$ cat src/hw/gen_ctrl_map.vh
// Register map, field positions and timing constants of the general control bank
`ifndef GEN_CTRL_MAP_VH
`define GEN_CTRL_MAP_VH

// Register offsets (7-bit address space)
`define ADDR_CALIB_CODE_HIGH 7'h6C
`define ADDR_CALIB_CODE_LOW 7'h6D
`define ADDR_DEVICE_STATUS 7'h6E
`define ADDR_BIAS_LEVEL_READOUT 7'h6F
`define ADDR_DIVIDER_INIT_CONTROL 7'h70
`define ADDR_DELAY_CAL_CONTROL 7'h71
`define ADDR_BIAS_CAL_CONTROL 7'h72
`define ADDR_ALIGN_AND_SPI_CONTROL 7'h73

// Field positions
`define TRIGGER_BIT 7
`define STATUS_ALIGN_BIT 5
`define STATUS_READY_BIT 1
`define EDGE_SELECT_BIT 0
`define CALIB_HIGH_MSB 14
`define CALIB_HIGH_LSB 8
`define CALIB_LOW_MSB 7

// Field widths and reset values
`define CALIB_CODE_WIDTH 15
`define BIAS_CODE_WIDTH 6
`define EDGE_SELECT_RESET 1'h0
`define ALIGN_START_RESET 1'h0

// SPI frame: read flag, 7 address bits, 8 data bits
`define FRAME_BITS 5'h10
`define HEADER_LAST_BIT 5'h07
`define FRAME_LAST_BIT 5'h0F
`define READ_FLAG_BIT 7

// Timing, in nanoseconds, at the system clock rate in MHz
`define SYS_CLK_MHZ 250
`define STARTUP_TIME_NS 1000
`define SAR_SETTLE_NS 40
`define ALIGN_TIME_NS 200
`define NS_TO_CYCLES_UP(ns) (((ns) * `SYS_CLK_MHZ + 999) / 1000)
`define STARTUP_CYCLES `NS_TO_CYCLES_UP(`STARTUP_TIME_NS)
`define SAR_SETTLE_CYCLES `NS_TO_CYCLES_UP(`SAR_SETTLE_NS)
`define ALIGN_CYCLES `NS_TO_CYCLES_UP(`ALIGN_TIME_NS)

`endif

$ cat src/hw/sar_calibrator.v
// Successive approximation calibration engine driving a trial code
`timescale 1ns/1ns
`include "gen_ctrl_map.vh"
module sar_calibrator #(
	parameter WIDTH = 6
) (
	// Clock and reset
	input wire sys_clk,
	input wire rst_b,
	input wire clk_en,
	// Control
	input wire start,
	input wire compare_high,
	output reg busy,
	output reg done,
	// Codes
	output reg [WIDTH-1:0] trial_code,
	output reg [WIDTH-1:0] result_code
);
	localparam integer SETTLE_INT = `SAR_SETTLE_CYCLES;
	localparam integer TOP_INT = WIDTH - 1;
	localparam [7:0] SETTLE_CYCLES = SETTLE_INT[7:0];
	localparam [4:0] TOP_BIT = TOP_INT[4:0];

	reg [7:0] settle_cnt;
	reg [4:0] bit_idx;
	reg [WIDTH-1:0] next_trial;
	integer i;

	// Keep current bit unless comparator says too high; set next bit
	always @* begin
		next_trial = trial_code;
		for (i = 0; i < WIDTH; i = i + 1) begin
			if (i == bit_idx) begin
				next_trial[i] = ~compare_high;
			end
			if (i + 1 == bit_idx) begin
				next_trial[i] = 1'b1;
			end
		end
	end

	always @(posedge sys_clk) begin
		if (!rst_b) begin
			busy <= 1'b0;
			done <= 1'b0;
			settle_cnt <= 8'h00;
			bit_idx <= 5'h00;
			trial_code <= {WIDTH{1'b0}};
			result_code <= {WIDTH{1'b0}};
		end else if (clk_en) begin
			done <= 1'b0;
			if (!busy) begin
				if (start) begin
					busy <= 1'b1;
					bit_idx <= TOP_BIT;
					settle_cnt <= 8'h00;
					trial_code <= {1'b1, {(WIDTH-1){1'b0}}};
				end
			end else if (settle_cnt != SETTLE_CYCLES - 8'h01) begin
				settle_cnt <= settle_cnt + 8'h01;
			end else begin
				settle_cnt <= 8'h00;
				trial_code <= next_trial;
				if (bit_idx == 5'h00) begin
					busy <= 1'b0;
					done <= 1'b1;
					result_code <= next_trial;
				end else begin
					bit_idx <= bit_idx - 5'h01;
				end
			end
		end
	end
endmodule

$ cat src/hw/general_control_status_regs.v
// General control and status register bank behind a 3-wire SPI port
`timescale 1ns/1ns
`include "gen_ctrl_map.vh"
module general_control_status_regs (
	// Clock, reset, enable
	input wire sys_clk,
	input wire rst_b,
	input wire clk_en,
	// 3-wire SPI
	input wire spi_cs_b,
	input wire spi_sclk,
	input wire spi_sdat_in,
	output reg spi_sdat_out,
	output reg spi_sdat_oe,
	// Reference input for alignment
	input wire sysref_in,
	// Analog comparators
	input wire dcb_compare_high,
	input wire bias_compare_high,
	// Engine outputs
	output reg div_init_pulse,
	output reg align_phase_reset,
	output wire [14:0] dcb_trial_code,
	output wire [5:0] bias_trial_code
);
	localparam integer STARTUP_INT = `STARTUP_CYCLES;
	localparam integer ALIGN_INT = `ALIGN_CYCLES;
	localparam [9:0] STARTUP_CYCLES = STARTUP_INT[9:0];
	localparam [9:0] ALIGN_CYCLES = ALIGN_INT[9:0];
	localparam [1:0] ALIGN_IDLE = 2'h0;
	localparam [1:0] ALIGN_WAIT_EDGE = 2'h1;
	localparam [1:0] ALIGN_RUN = 2'h2;

	// Sampled pins
	reg sclk_d;
	reg sysref_d;
	wire sclk_rise = spi_sclk & ~sclk_d;
	wire sclk_fall = ~spi_sclk & sclk_d;
	wire sysref_rise = sysref_in & ~sysref_d;

	// SPI shifter state
	reg [4:0] bit_cnt;
	reg [14:0] shift_in;
	reg [7:0] rd_shift;
	reg reading;
	reg wr_stb;
	reg [6:0] wr_addr;
	reg [7:0] wr_data;

	// Control and status state
	reg readback_edge_select;
	reg multi_align_start;
	reg div_init_trigger;
	reg delay_cal_trigger;
	reg bias_cal_trigger;
	reg startup_done_flag;
	reg [9:0] startup_cnt;
	reg [1:0] align_state;
	reg [9:0] align_cnt;
	reg [1:0] next_align_state;

	// Engine handshakes
	wire dcb_busy;
	wire dcb_done;
	wire bias_busy;
	wire bias_done;
	wire [14:0] calib_code;
	wire [5:0] bias_level_code;
	wire dcb_start = delay_cal_trigger & ~dcb_busy & ~dcb_done;
	wire bias_start = bias_cal_trigger & ~bias_busy & ~bias_done;
	wire align_pending_flag = (align_state != ALIGN_IDLE);

	// Write decode helpers
	function wr_hit;
		input [6:0] addr;
		begin
			wr_hit = wr_stb && (wr_addr == addr);
		end
	endfunction

	function trig_hit;
		input [6:0] addr;
		begin
			trig_hit = wr_stb && (wr_addr == addr) && wr_data[`TRIGGER_BIT];
		end
	endfunction

	// Register read mux; write-only and reserved bits read zero
	function [7:0] reg_read;
		input [6:0] addr;
		begin
			reg_read = 8'h00;
			case (addr)
				`ADDR_CALIB_CODE_HIGH: begin
					reg_read[6:0] = calib_code[`CALIB_HIGH_MSB:`CALIB_HIGH_LSB];
				end
				`ADDR_CALIB_CODE_LOW: begin
					reg_read = calib_code[`CALIB_LOW_MSB:0];
				end
				`ADDR_DEVICE_STATUS: begin
					reg_read[`STATUS_ALIGN_BIT] = align_pending_flag;
					reg_read[`STATUS_READY_BIT] = startup_done_flag;
				end
				`ADDR_BIAS_LEVEL_READOUT: begin
					reg_read[5:0] = bias_level_code;
				end
				`ADDR_ALIGN_AND_SPI_CONTROL: begin
					reg_read[`TRIGGER_BIT] = multi_align_start;
					reg_read[`EDGE_SELECT_BIT] = readback_edge_select;
				end
				default: begin
					reg_read = 8'h00;
				end
			endcase
		end
	endfunction

	// Pin sampling
	always @(posedge sys_clk) begin
		if (!rst_b) begin
			sclk_d <= 1'b0;
			sysref_d <= 1'b0;
		end else if (clk_en) begin
			sclk_d <= spi_sclk;
			sysref_d <= sysref_in;
		end
	end

	// SPI frame: rising edges shift in; read data leaves on the selected edge
	always @(posedge sys_clk) begin
		if (!rst_b) begin
			bit_cnt <= 5'h00;
			shift_in <= 15'h0000;
			rd_shift <= 8'h00;
			reading <= 1'b0;
			wr_stb <= 1'b0;
			wr_addr <= 7'h00;
			wr_data <= 8'h00;
			spi_sdat_out <= 1'b0;
			spi_sdat_oe <= 1'b0;
		end else if (clk_en) begin
			wr_stb <= 1'b0;
			if (spi_cs_b) begin
				bit_cnt <= 5'h00;
				reading <= 1'b0;
				spi_sdat_oe <= 1'b0;
				spi_sdat_out <= 1'b0;
			end else begin
				if (sclk_rise && bit_cnt != `FRAME_BITS) begin
					shift_in <= {shift_in[13:0], spi_sdat_in};
					bit_cnt <= bit_cnt + 5'h01;
					if (bit_cnt == `HEADER_LAST_BIT && shift_in[6]) begin
						reading <= 1'b1;
						spi_sdat_oe <= 1'b1;
						rd_shift <= reg_read({shift_in[5:0], spi_sdat_in});
					end
					if (bit_cnt == `FRAME_LAST_BIT && !reading) begin
						wr_stb <= 1'b1;
						wr_addr <= shift_in[13:7];
						wr_data <= {shift_in[6:0], spi_sdat_in};
					end
				end
				// First selected edge after the header carries bit 7
				if (reading && bit_cnt > `HEADER_LAST_BIT &&
					(readback_edge_select ? sclk_rise : sclk_fall)) begin
					spi_sdat_out <= rd_shift[7];
					rd_shift <= {rd_shift[6:0], 1'b0};
				end
			end
		end
	end

	// Startup routine timer
	always @(posedge sys_clk) begin
		if (!rst_b) begin
			startup_cnt <= 10'h000;
			startup_done_flag <= 1'b0;
		end else if (clk_en && !startup_done_flag) begin
			if (startup_cnt == STARTUP_CYCLES - 10'h001) begin
				startup_done_flag <= 1'b1;
			end else begin
				startup_cnt <= startup_cnt + 10'h001;
			end
		end
	end

	// Trigger bits, control register and divider init pulse
	always @(posedge sys_clk) begin
		if (!rst_b) begin
			readback_edge_select <= `EDGE_SELECT_RESET;
			div_init_trigger <= 1'b0;
			div_init_pulse <= 1'b0;
			delay_cal_trigger <= 1'b0;
			bias_cal_trigger <= 1'b0;
		end else if (clk_en) begin
			if (wr_hit(`ADDR_ALIGN_AND_SPI_CONTROL)) begin
				readback_edge_select <= wr_data[`EDGE_SELECT_BIT];
			end
			div_init_pulse <= div_init_trigger;
			if (trig_hit(`ADDR_DIVIDER_INIT_CONTROL)) begin
				div_init_trigger <= 1'b1;
			end else begin
				div_init_trigger <= 1'b0;
			end
			if (trig_hit(`ADDR_DELAY_CAL_CONTROL)) begin
				delay_cal_trigger <= 1'b1;
			end else if (dcb_done) begin
				delay_cal_trigger <= 1'b0;
			end
			if (trig_hit(`ADDR_BIAS_CAL_CONTROL)) begin
				bias_cal_trigger <= 1'b1;
			end else if (bias_done) begin
				bias_cal_trigger <= 1'b0;
			end
		end
	end

	// Alignment sequencer
	always @* begin
		next_align_state = align_state;
		case (align_state)
			ALIGN_IDLE: begin
				if (multi_align_start) begin
					next_align_state = ALIGN_WAIT_EDGE;
				end
			end
			ALIGN_WAIT_EDGE: begin
				if (sysref_rise) begin
					next_align_state = ALIGN_RUN;
				end
			end
			ALIGN_RUN: begin
				if (align_cnt == ALIGN_CYCLES - 10'h001) begin
					next_align_state = ALIGN_IDLE;
				end
			end
			default: begin
				next_align_state = ALIGN_IDLE;
			end
		endcase
	end

	always @(posedge sys_clk) begin
		if (!rst_b) begin
			align_state <= ALIGN_IDLE;
			align_cnt <= 10'h000;
			multi_align_start <= `ALIGN_START_RESET;
			align_phase_reset <= 1'b0;
		end else if (clk_en) begin
			align_state <= next_align_state;
			align_phase_reset <= (next_align_state == ALIGN_RUN);
			if (align_state == ALIGN_RUN) begin
				align_cnt <= align_cnt + 10'h001;
			end else begin
				align_cnt <= 10'h000;
			end
			if (trig_hit(`ADDR_ALIGN_AND_SPI_CONTROL)) begin
				multi_align_start <= 1'b1;
			end else if (align_state == ALIGN_IDLE) begin
				multi_align_start <= 1'b0;
			end
		end
	end

	// Delay calibration block engine
	sar_calibrator #(
		.WIDTH(`CALIB_CODE_WIDTH)
	) u_delay_cal_trigger (
		.sys_clk(sys_clk),
		.rst_b(rst_b),
		.clk_en(clk_en),
		.start(dcb_start),
		.compare_high(dcb_compare_high),
		.busy(dcb_busy),
		.done(dcb_done),
		.trial_code(dcb_trial_code),
		.result_code(calib_code)
	);

	// Precision bias engine
	sar_calibrator #(
		.WIDTH(`BIAS_CODE_WIDTH)
	) u_bias_cal (
		.sys_clk(sys_clk),
		.rst_b(rst_b),
		.clk_en(clk_en),
		.start(bias_start),
		.compare_high(bias_compare_high),
		.busy(bias_busy),
		.done(bias_done),
		.trial_code(bias_trial_code),
		.result_code(bias_level_code)
	);
endmodule

$ cat config.mk
export PLATFORM = sky130hd
export DESIGN_NAME = general_control_status_regs
export DESIGN_NICKNAME = d
export VERILOG_FILES = /design/src/hw/sar_calibrator.v /design/src/hw/general_control_status_regs.v
export VERILOG_INCLUDE_DIRS = /design/src /design/src/hw
export SDC_FILE = /design/constraint.sdc
export NUM_CORES = 1
export LEC_CHECK = 0
export BUFFER_PORTS_ARGS = -buffer_cell sky130_fd_sc_hd__buf_2
export CORE_ASPECT_RATIO = 0.8
export CORE_MARGIN = 2
export CORE_UTILIZATION = 61
export DETAILED_ROUTE_END_ITERATION = 8
export HOLD_SLACK_MARGIN = 0.02
export PLACE_DENSITY = 0.83
export SLEW_MARGIN = 20
export SYNTH_ARGS = -nofsm -noshare
export SYNTH_HDL_FRONTEND = slang
export SYNTH_SLANG_ARGS = --single-unit
$ cat constraint.sdc
create_clock -name sys_clk -period 2.5 [get_ports sys_clk]
set_input_delay 0.125 -clock sys_clk [delete_from_list [all_inputs] [get_ports sys_clk]]
set_output_delay 0.125 -clock sys_clk [all_outputs]
set_load 0.1 [all_outputs]
* After elaboration in Yosys (flattened, before gate mapping)
Index checks and enable logic that the tools add are counted.
** Storage, ports and cells
- Bits in registers :: 149
- Input bits :: 9
- Word-level logic and storage cells :: 263
** Operators by class
- Add/subtract/negate cells :: 7
- Magnitude comparators :: 1
- Equal/unequal tests :: 44
- Multiplexer cells :: 108
- Bitwise operators :: 20
- Reductions and logical operators :: 50
** Operators by type and width (count)
- $mux W1 :: 72
- $mux W8 :: 9
- $eq A7 B7 Y1 const B :: 9
- $mux W5 :: 10
- $mux W15 :: 3
- $eq A4 B5 Y1 const A :: 8
- $eq A3 B5 Y1 const A :: 7
- $reduce_and A4 Y1 :: 6
- $reduce_bool A2 Y1 :: 11
- $add A10 B1 Y10 const B :: 2
- $eq A2 B5 Y1 const A :: 4
- $reduce_and A2 Y1 :: 10
- $mux W6 :: 3
- $add A8 B1 Y8 const B :: 2
- $ne A8 B4 Y1 const B :: 2
- $logic_and A1 B1 Y1 :: 14
- $not A1 Y1 :: 13
- $pmux W1 S4 :: 3
- $reduce_and A3 Y1 :: 4
- $eq A1 B5 Y1 const A :: 2
- $eq A10 B6 Y1 const B :: 1
- $eq A10 B8 Y1 const B :: 1
- $logic_not A5 Y1 :: 2
- $mux W10 :: 1
- 16 further kinds :: 31

* Logic depth before layout (Yosys ltp)
Gate-level depths: netlist of the first run.
- Word-level depth :: 6
- Gate-level depth with buffers :: 9

* Hierarchy
Synthesis of the first run repeated with hierarchy kept, for this count alone.
** Unflattened totals
- Cells, all modules :: 794
- Area total of the unflattened synthesis :: 6840.3 sq um
** Modules (own cells, without submodules)
- general_control_status_regs :: times used 1, cells an instance 386, area an instance 3301.9 sq um
- sar_calibrator at u_delay_cal_trigger :: times used 1, cells an instance 241, area an instance 2068.2 sq um
- sar_calibrator at u_bias_cal :: times used 1, cells an instance 167, area an instance 1470.2 sq um

* Worst setup path before layout of the first run
OpenSTA, ideal clock, no wires.
- Path type :: register to register
- From :: register u_delay_cal_trigger.settle_cnt[0]
- To :: register u_delay_cal_trigger.result_code[7]
- Setup time :: 0.117 ns
- Arrival :: 1.921 ns
- Slack :: 0.462 ns
- Stages on the path, launching flop included :: 8
- Path buffers :: 2
- Cells stage by stage :: dfxtp_1 > ha_1 > or4b_1 > buf_2 > nor3_2 > a21oi_1 > buf_2 > a22o_1
** Between the ends
- Longest elaborated chain between the ends :: 3
** Ends and longest elaborated chain
- from (decl) :: RTL line sar_calibrator.v:25 : reg [7:0] settle_cnt;
- from (signal assigned) :: RTL line sar_calibrator.v:61 : settle_cnt <= settle_cnt + 8'h01;
- $ne A8 B4 Y1 :: RTL line sar_calibrator.v:60 : end else if (settle_cnt != SETTLE_CYCLES - 8'h01) begin
- $not A1 Y1 (no line)
- $reduce_and A4 Y1 (no line)
- to (signal assigned) :: RTL line sar_calibrator.v:50 : result_code <= {WIDTH{1'b0}};
- to (signal assigned) :: RTL line sar_calibrator.v:68 : result_code <= next_trial;
- to (decl) :: RTL line sar_calibrator.v:18 : output reg [WIDTH-1:0] result_code
Every way passes these cells.
A chain may end at the register's enable or synchronous reset.

* Worst setup path after layout of the first run
- From :: register u_delay_cal_trigger.settle_cnt[0]
- To :: register u_delay_cal_trigger.result_code[5]
The elaborated chain is that of the path after synthesis.

==> results of run 1 <==
[layer usage]
layer,routed length [um],vias up
met5,0,-
met4,350,0
met3,843,35
met2,7705,205
met1,7178,2772
li1,-,2800
[worst min path at each step]
| stage | startpoint | cells past startpoint | to |
|---|---|---|---|
| after global placement | sysref_in | 3 | sysref_d |
| after floorplan | sysref_in | 2 | sysref_d |
| after global routing | rst_b | 3 | u_delay_cal_trigger.bit_idx[0] |
| after CTS | rst_b | 3 | u_delay_cal_trigger.bit_idx[2] |
| after detailed placement | sysref_in | 3 | sysref_d |
| final | rst_b | 3 | u_delay_cal_trigger.bit_idx[2] |
[logic make-up after synthesis]
group,synth area share
xor+xnor,0.04584
fa+ha+maj,0.03929
flops,0.4281
buf+inv,0.03536
mux,0.05687
compound gates,0.1688
simple gates,0.2258
[worst min-delay path, delay by kind of cell]
kind	cells	cell delay, ns
compound gates	1	0.11
buf+inv	2	0.18
[registers in the layout (all words and copies together) (netlist names), 7 cells and up]
signal and cells:
wr_addr 7, rd_shift 8, u_delay_cal_trigger.result_code 15, u_delay_cal_trigger.trial_code 15
u_bias_cal.settle_cnt 8, u_delay_cal_trigger.settle_cnt 8, align_cnt 10, startup_cnt 10
shift_in 14
[cell usage in the layout, fill, tap and decap left out, types with 17 or more instances in the layout]
master	n
dfxtp_1	143
nor2_1	114
nand2_1	61
a21oi_1	54
mux2i_1	38
buf_2	33
inv_1	25
a22o_1	25
o21ai_0	23
xnor2_1	21
ha_1	21
nand3_1	17
clkbuf_16	17
[power breakdown]
group / switching [mW] / internal [mW]
Sequential: 0.0133 / 2.29
Clock: 0.949 / 2.04
Combinational: 0.107 / 0.0438
Total: 1.07 / 4.38
[cell type report]
class,count,share of cell area
multi-input cells,564,0.4656
repair buffers,48,0.03661
clock inverters,11,0.03029
flip-flops and latches,143,0.3706
clock buffers,20,0.06042
inverters,27,0.01312
well taps,144,0.02333
[timing repair]
item / in CTS / in global routing
hold buffers: 2 / 0
resized for setup: 0 / 0
endpoints found under the hold margin: 2 / 0
==> metrics.md, run 1 <==
| Metric | Value |
|---|---|
| Die area | `0.01182 mm^2` |
| HP Class | `in -> reg` |
| CP Cell Sequence | `ha_1 > or4b_1 > nor3_2 > and3_1 > a22o_1` |
| First-pass GRT wire length | `26790 um` |
| Pre-CTS WS | `0.1770 ns` |
| Reg clk slew, reported paths | `0.06 ns` |
| Worst Setup SP | `u_delay_cal_trigger.settle_cnt[0]` |
| Final ANT Viol Nets | `0` |
| Final hold slack | `0.03776 ns` |
| Initial antenna violation count | `0` |
| Largest net degree at the start of global routing | `58` |
| Max stage delay on crit path | `0.57 ns` |
| Crit path depth | `5` |
| Root Driver | `clkbuf_16` |
| Synth Warn # | `0` |
| Reg2Reg Depth | `5` |
| Slowest-stage cell, CP | `or4b_1` |
| Vias in the first global route | `5592` |
| Synth-to-Final Area Change | `15.49%` |
| Count leader, synth | `dfxtp_1` |
| Final setup fails | `0` |
| Largest cells by area after synthesis | `dfxtp_1 (43%), nor2_1 (6.4%), mux2i_1 (5.7%)` |
| Register cell area after layout | `0.002863 mm^2` |
| Mapped cell area | `0.006688 mm^2` |
| Routing usage on met2 | `0.4568` |
| Drc violations | `0` |
| Synthesized Nets | `798` |
| Hold Violations, Final | `0` |
| CP Launch Type | `flop` |
| N_diodes | `0` |
| Fmax | `444.9 MHz` |
| Synthesized netlist cell count | `768` |
| Synthesized flop and latch total | `143` |
| RSZ-0062 raised after global routing | `false` |
| Met3 usage in global routing | `0.06455` |
| Setup Skew | `0.005938 ns` |
| Async S/R FF share, synth | `0` |
| Inst Count DP | `924` |
| Critical Path AT | `2.61 ns` |
| Sequential-to-total area share from yosys stat | `0.4281` |
| CORE AREA | `0.01076 mm^2` |
| Synth Flop Type | `dfxtp_1` |
| Via count | `5812` |
| Starting density of the core | `0.6214` |
| Commonest cells post-synth | `dfxtp_1 (143), nor2_1 (114), nand2_1 (61)` |
| Nets | `831` |
| Synth area leader | `dfxtp_1` |
| Crit path kind | `reg -> reg` |
| Post-synth EDFFs | `0` |
| Pins Over Slew Limit | `0` |
| Busiest grt layer | `met2` |
| Wire length per cell after detailed routing | `16.80 um` |
| DP Area | `0.006995 mm^2` |
| CP top delay family | `simple AND/OR/NAND/NOR gates` |
| CP Max Fanout | `13` |
| DRT iter0 DRCs | `586` |
| Detailed Route WL | `16080 um` |
| Total CTS buffers | `17` |
| Final Core Density | `0.7176` |
| Max clock buf depth | `2` |
| Share of layout cells above drive strength 1 | `0.1107` |
| Top Ports | `34` |
| Final Worst Setup Slack | `0.2525 ns` |
| Period utilization | `0.8990` |
| Crit path buf inv count | `0` |
| Final HPWL DP | `10650 um` |
| Skew-Pair Late Insertion Delay | `0.42 ns` |
| GRT Resource Usage Total | `0.2822` |
| Worst reg2reg setup slack | `0.25 ns` |
| Total gr overflow | `0` |
| Worst setup endpoint | `u_delay_cal_trigger.result_code[5]` |
| CP Capture Type | `flop` |
| CTS tree | `yes` |
| Reg2reg start | `u_delay_cal_trigger.settle_cnt[0]` |
| Met1 Resource Use GR | `0.3688` |
| Finished Cell Area | `0.007724 mm^2` |
| Status | `completed` |
| H-tree levels | `4` |
| Crit path time final | `2.248 ns` |
| Power Total | `5.445 mW` |
| Sinks on Clock Net | `143` |
| Final TNS setup | `0 ns` |
| Max-cap violations | `0` |
| Critical path data required time | `2.86 ns` |
| R2R Path End | `u_delay_cal_trigger.result_code[5]` |
| Worst-Margin Slew | `0.7387 ns` |
| Area occupied by multi-input gates | `0.003596 mm^2` |
| Peak supply drop | `0.5849 mV` |
| Vias per std cell | `6.073` |
| Layout Cells excl Fill | `957` |
| Die Wd | `121.1 um` |
| Row count | `34` |
| Chip Height | `97.65 um` |
| Fillers | `761` |
| Pwr dens | `705.0 mW/mm^2` |
| Port Buffer Count | `33` |
| Drt pass-1 iters | `5` |
| Synth unique cells | `66` |
| Leak | `2.982 nW` |
| Top-area cell type share of the netlist area | `0.4281` |
| Relative slew slack | `0.5064` |
| Setup bufs post-CTS | `0` |
| GPL Wtd Cong | `0.8425` |
| Syn Area/Cell | `8.708 um^2` |
(Power assumes the default switching activity.)
==> inputs of run 2 (changes only) <==
Settings changed: PLACE_DENSITY 0.83 to 0.79.
==> run 2 against run 1 <==
Sequential share of layout area increased by 0.51 points. Power down 8.5%. Sequential power about the same. Non-clock buffer count unchanged. Utilization is 0.98 points lower. Global-route usage decreased by 1.2 points. Cell area is 1.4% lower. Clock skew grew 0.0039 ns. Clock power down 15%.
==> metrics.md, run 2 (same netlist as run 1, synthesis figures left out) <==
| Metric | Value |
|---|---|
| Status | `completed` |
| Seq pwr share | `0.462` |
| GPL Wtd Cong | `0.8275` |
| Setup bufs post-CTS | `0` |
| Total CTS buffers | `17` |
| Reg clk slew, reported paths | `0.06 ns` |
| Detailed Route WL | `15560 um` |
| CORE AREA | `0.01076 mm^2` |
| Power Total | `4.984 mW` |
| Max-cap violations | `0` |
| Reg2Reg Depth | `5` |
| Final Worst Setup Slack | `0.2327 ns` |
| P_int | `3.841 mW` |
| CP Launch Type | `flop` |
| RSZ-0062 raised after global routing | `false` |
| HP Class | `in -> reg` |
| Sw Pwr | `1.143 mW` |
| Max stage delay on crit path | `0.58 ns` |
| Final TNS setup | `0 ns` |
| Commonest non-fill, non-tap cells in the layout | `dfxtp_1 (143), nor2_1 (114), nand2_1 (61)` |
| Crit path time final | `2.267 ns` |
| Relative slew slack | `0.4628` |
| Final setup fails | `0` |
| CTS tree | `yes` |
| Initial antenna violation count | `0` |
| Total gr overflow | `0` |
| Commonest non-fill, non-tap cell in the layout | `dfxtp_1` |
| Top Ports | `34` |
| Crit path kind | `reg -> reg` |
| First-pass GRT wire length | `25780 um` |
| Register cell area after layout | `0.002863 mm^2` |
| Area occupied by multi-input gates | `0.003596 mm^2` |
| Biggest regs | `u_delay_cal_trigger.result_code (15), u_delay_cal_trigger.trial_code (15), shift_in (14)` |
| Peak supply drop | `0.5850 mV` |
| Drt pass-1 iters | `5` |
| Fillers | `779` |
| Port Buffer Count | `33` |
| Period utilization | `0.9069` |
| Chip Height | `97.65 um` |
| Vias per std cell | `5.979` |
| Switching share of power | `0.2294` |
| Pins Over Slew Limit | `0` |
| H-tree levels | `4` |
| Worst reg2reg setup slack | `0.23 ns` |
| Hold Violations, Final | `0` |
| Setup Skew | `0.009854 ns` |
| Vias in the first global route | `5421` |
| Max clock buf depth | `2` |
| Final HPWL DP | `10510 um` |
| Row count | `34` |
| Gate power share | `0.029` |
| Synth-to-Final Area Change | `13.92%` |
| Leak | `2.916 nW` |
| Clk network pwr share | `0.509` |
| Final Core Density | `0.7079` |
| N_diodes | `0` |
| Slowest-stage cell, CP | `or4b_1` |
| Drc violations | `0` |
| Hold path endpoint | `u_delay_cal_trigger.bit_idx[0]` |
| Skew-Pair Late Insertion Delay | `0.43 ns` |
| DP Area | `0.006995 mm^2` |
| Sinks on Clock Net | `143` |
| Root Driver | `clkbuf_16` |
| Pwr dens | `654.2 mW/mm^2` |
| CP Cell Sequence | `ha_1 > or4b_1 > nor3_2 > and3_1 > a22o_1` |
| DRT iter0 DRCs | `518` |
| Die Wd | `121.1 um` |
| Via count | `5728` |
| Starting density of the core | `0.6214` |
| Die area | `0.01182 mm^2` |
| Nets | `831` |
| Final ANT Viol Nets | `0` |
| GRT Resource Usage Total | `0.2707` |
| Reg2reg start | `u_delay_cal_trigger.settle_cnt[0]` |
| Pre-CTS WS | `0.1852 ns` |
| Largest net degree at the start of global routing | `58` |
| Wire length per cell after detailed routing | `16.24 um` |
| Critical Path AT | `2.63 ns` |
| Finished Cell Area | `0.007619 mm^2` |
| Hold_sp | `rst_b` |
| Worst hold path cell count | `3` |
| CP Max Fanout | `13` |
| Fmax | `441.1 MHz` |
| CP Capture Type | `flop` |
| Worst-Margin Slew | `0.8041 ns` |
| Share of layout cells above drive strength 1 | `0.1118` |
| R2R Path End | `u_delay_cal_trigger.result_code[4]` |
| Critical path data required time | `2.87 ns` |
-- run 2: layout make-up --
cell class / instances / share of cell area
Clock buffer: 18 / 0.05764
Timing Repair Buffer: 48 / 0.03712
Inverter: 27 / 0.01330
Multi-Input combinational cell: 564 / 0.4720
Sequential cell: 143 / 0.3758
Tap cell: 144 / 0.02365
Clock inverter: 14 / 0.02053
-- run 2: per-stage QoR --
step,instances,hold slack [ns]
after global routing,958,0.05511
after detailed placement,924,0.4139
after CTS,958,0.03688
final,958,0.04155
after global placement,924,0.4012
after floorplan,768,0.2718
-- run 2: critical path: cells and delay by family, from the launching register on --
family,cells,cell delay [ns]
AO/OA/AOI/OAI,1,0.21
flip-flops,1,0.39
adder cells (fa/ha/maj),1,0.17
AND/OR/NAND/NOR,3,1.44
-- run 2: metal layers --
metal / track usage / up-vias / wire [um]
met5: 0 / - / 0
met4: 0.1047 / 0 / 267
met3: 0.06338 / 27 / 705
met2: 0.4382 / 153 / 7403
met1: 0.3491 / 2746 / 7179
li1: - / 2802 / -
-- run 2: what timing repair did --
action,CTS,global route
hold buffers,2,0
resized for setup,0,0
endpoints found under the hold margin,2,0
setup endpoints to repair,0,0
-- run 2: worst max-delay path by stage --
stage                                      startpoint                            endpoint  slack [ns]  cells past startpoint
global placement    u_delay_cal_trigger.settle_cnt[1]   u_delay_cal_trigger.trial_code[9]        0.31                      6
global route                    u_bias_cal.bit_idx[0]               u_bias_cal.bit_idx[2]        0.11                      7
floorplan           u_delay_cal_trigger.settle_cnt[0]  u_delay_cal_trigger.result_code[7]        0.46                      7
detailed placement  u_delay_cal_trigger.settle_cnt[1]  u_delay_cal_trigger.trial_code[12]        0.19                      6
finish              u_delay_cal_trigger.settle_cnt[0]  u_delay_cal_trigger.result_code[4]        0.23                      5
CTS                    u_delay_cal_trigger.bit_idx[0]  u_delay_cal_trigger.result_code[4]        0.18                      6
-- run 2: power by group through the flow --
| stage | Clock, mW | Sequential, mW | Combinational [mW] |
|---|---|---|---|
| floorplan | 0 | 2.36 | 0.0933 |
| global placement | 0 | 2.35 | 0.137 |
| detailed placement | 0 | 2.35 | 0.141 |
| CTS | 2.54 | 2.30 | 0.145 |
| global route | 2.64 | 2.30 | 0.160 |
| finish | 2.53 | 2.30 | 0.147 |
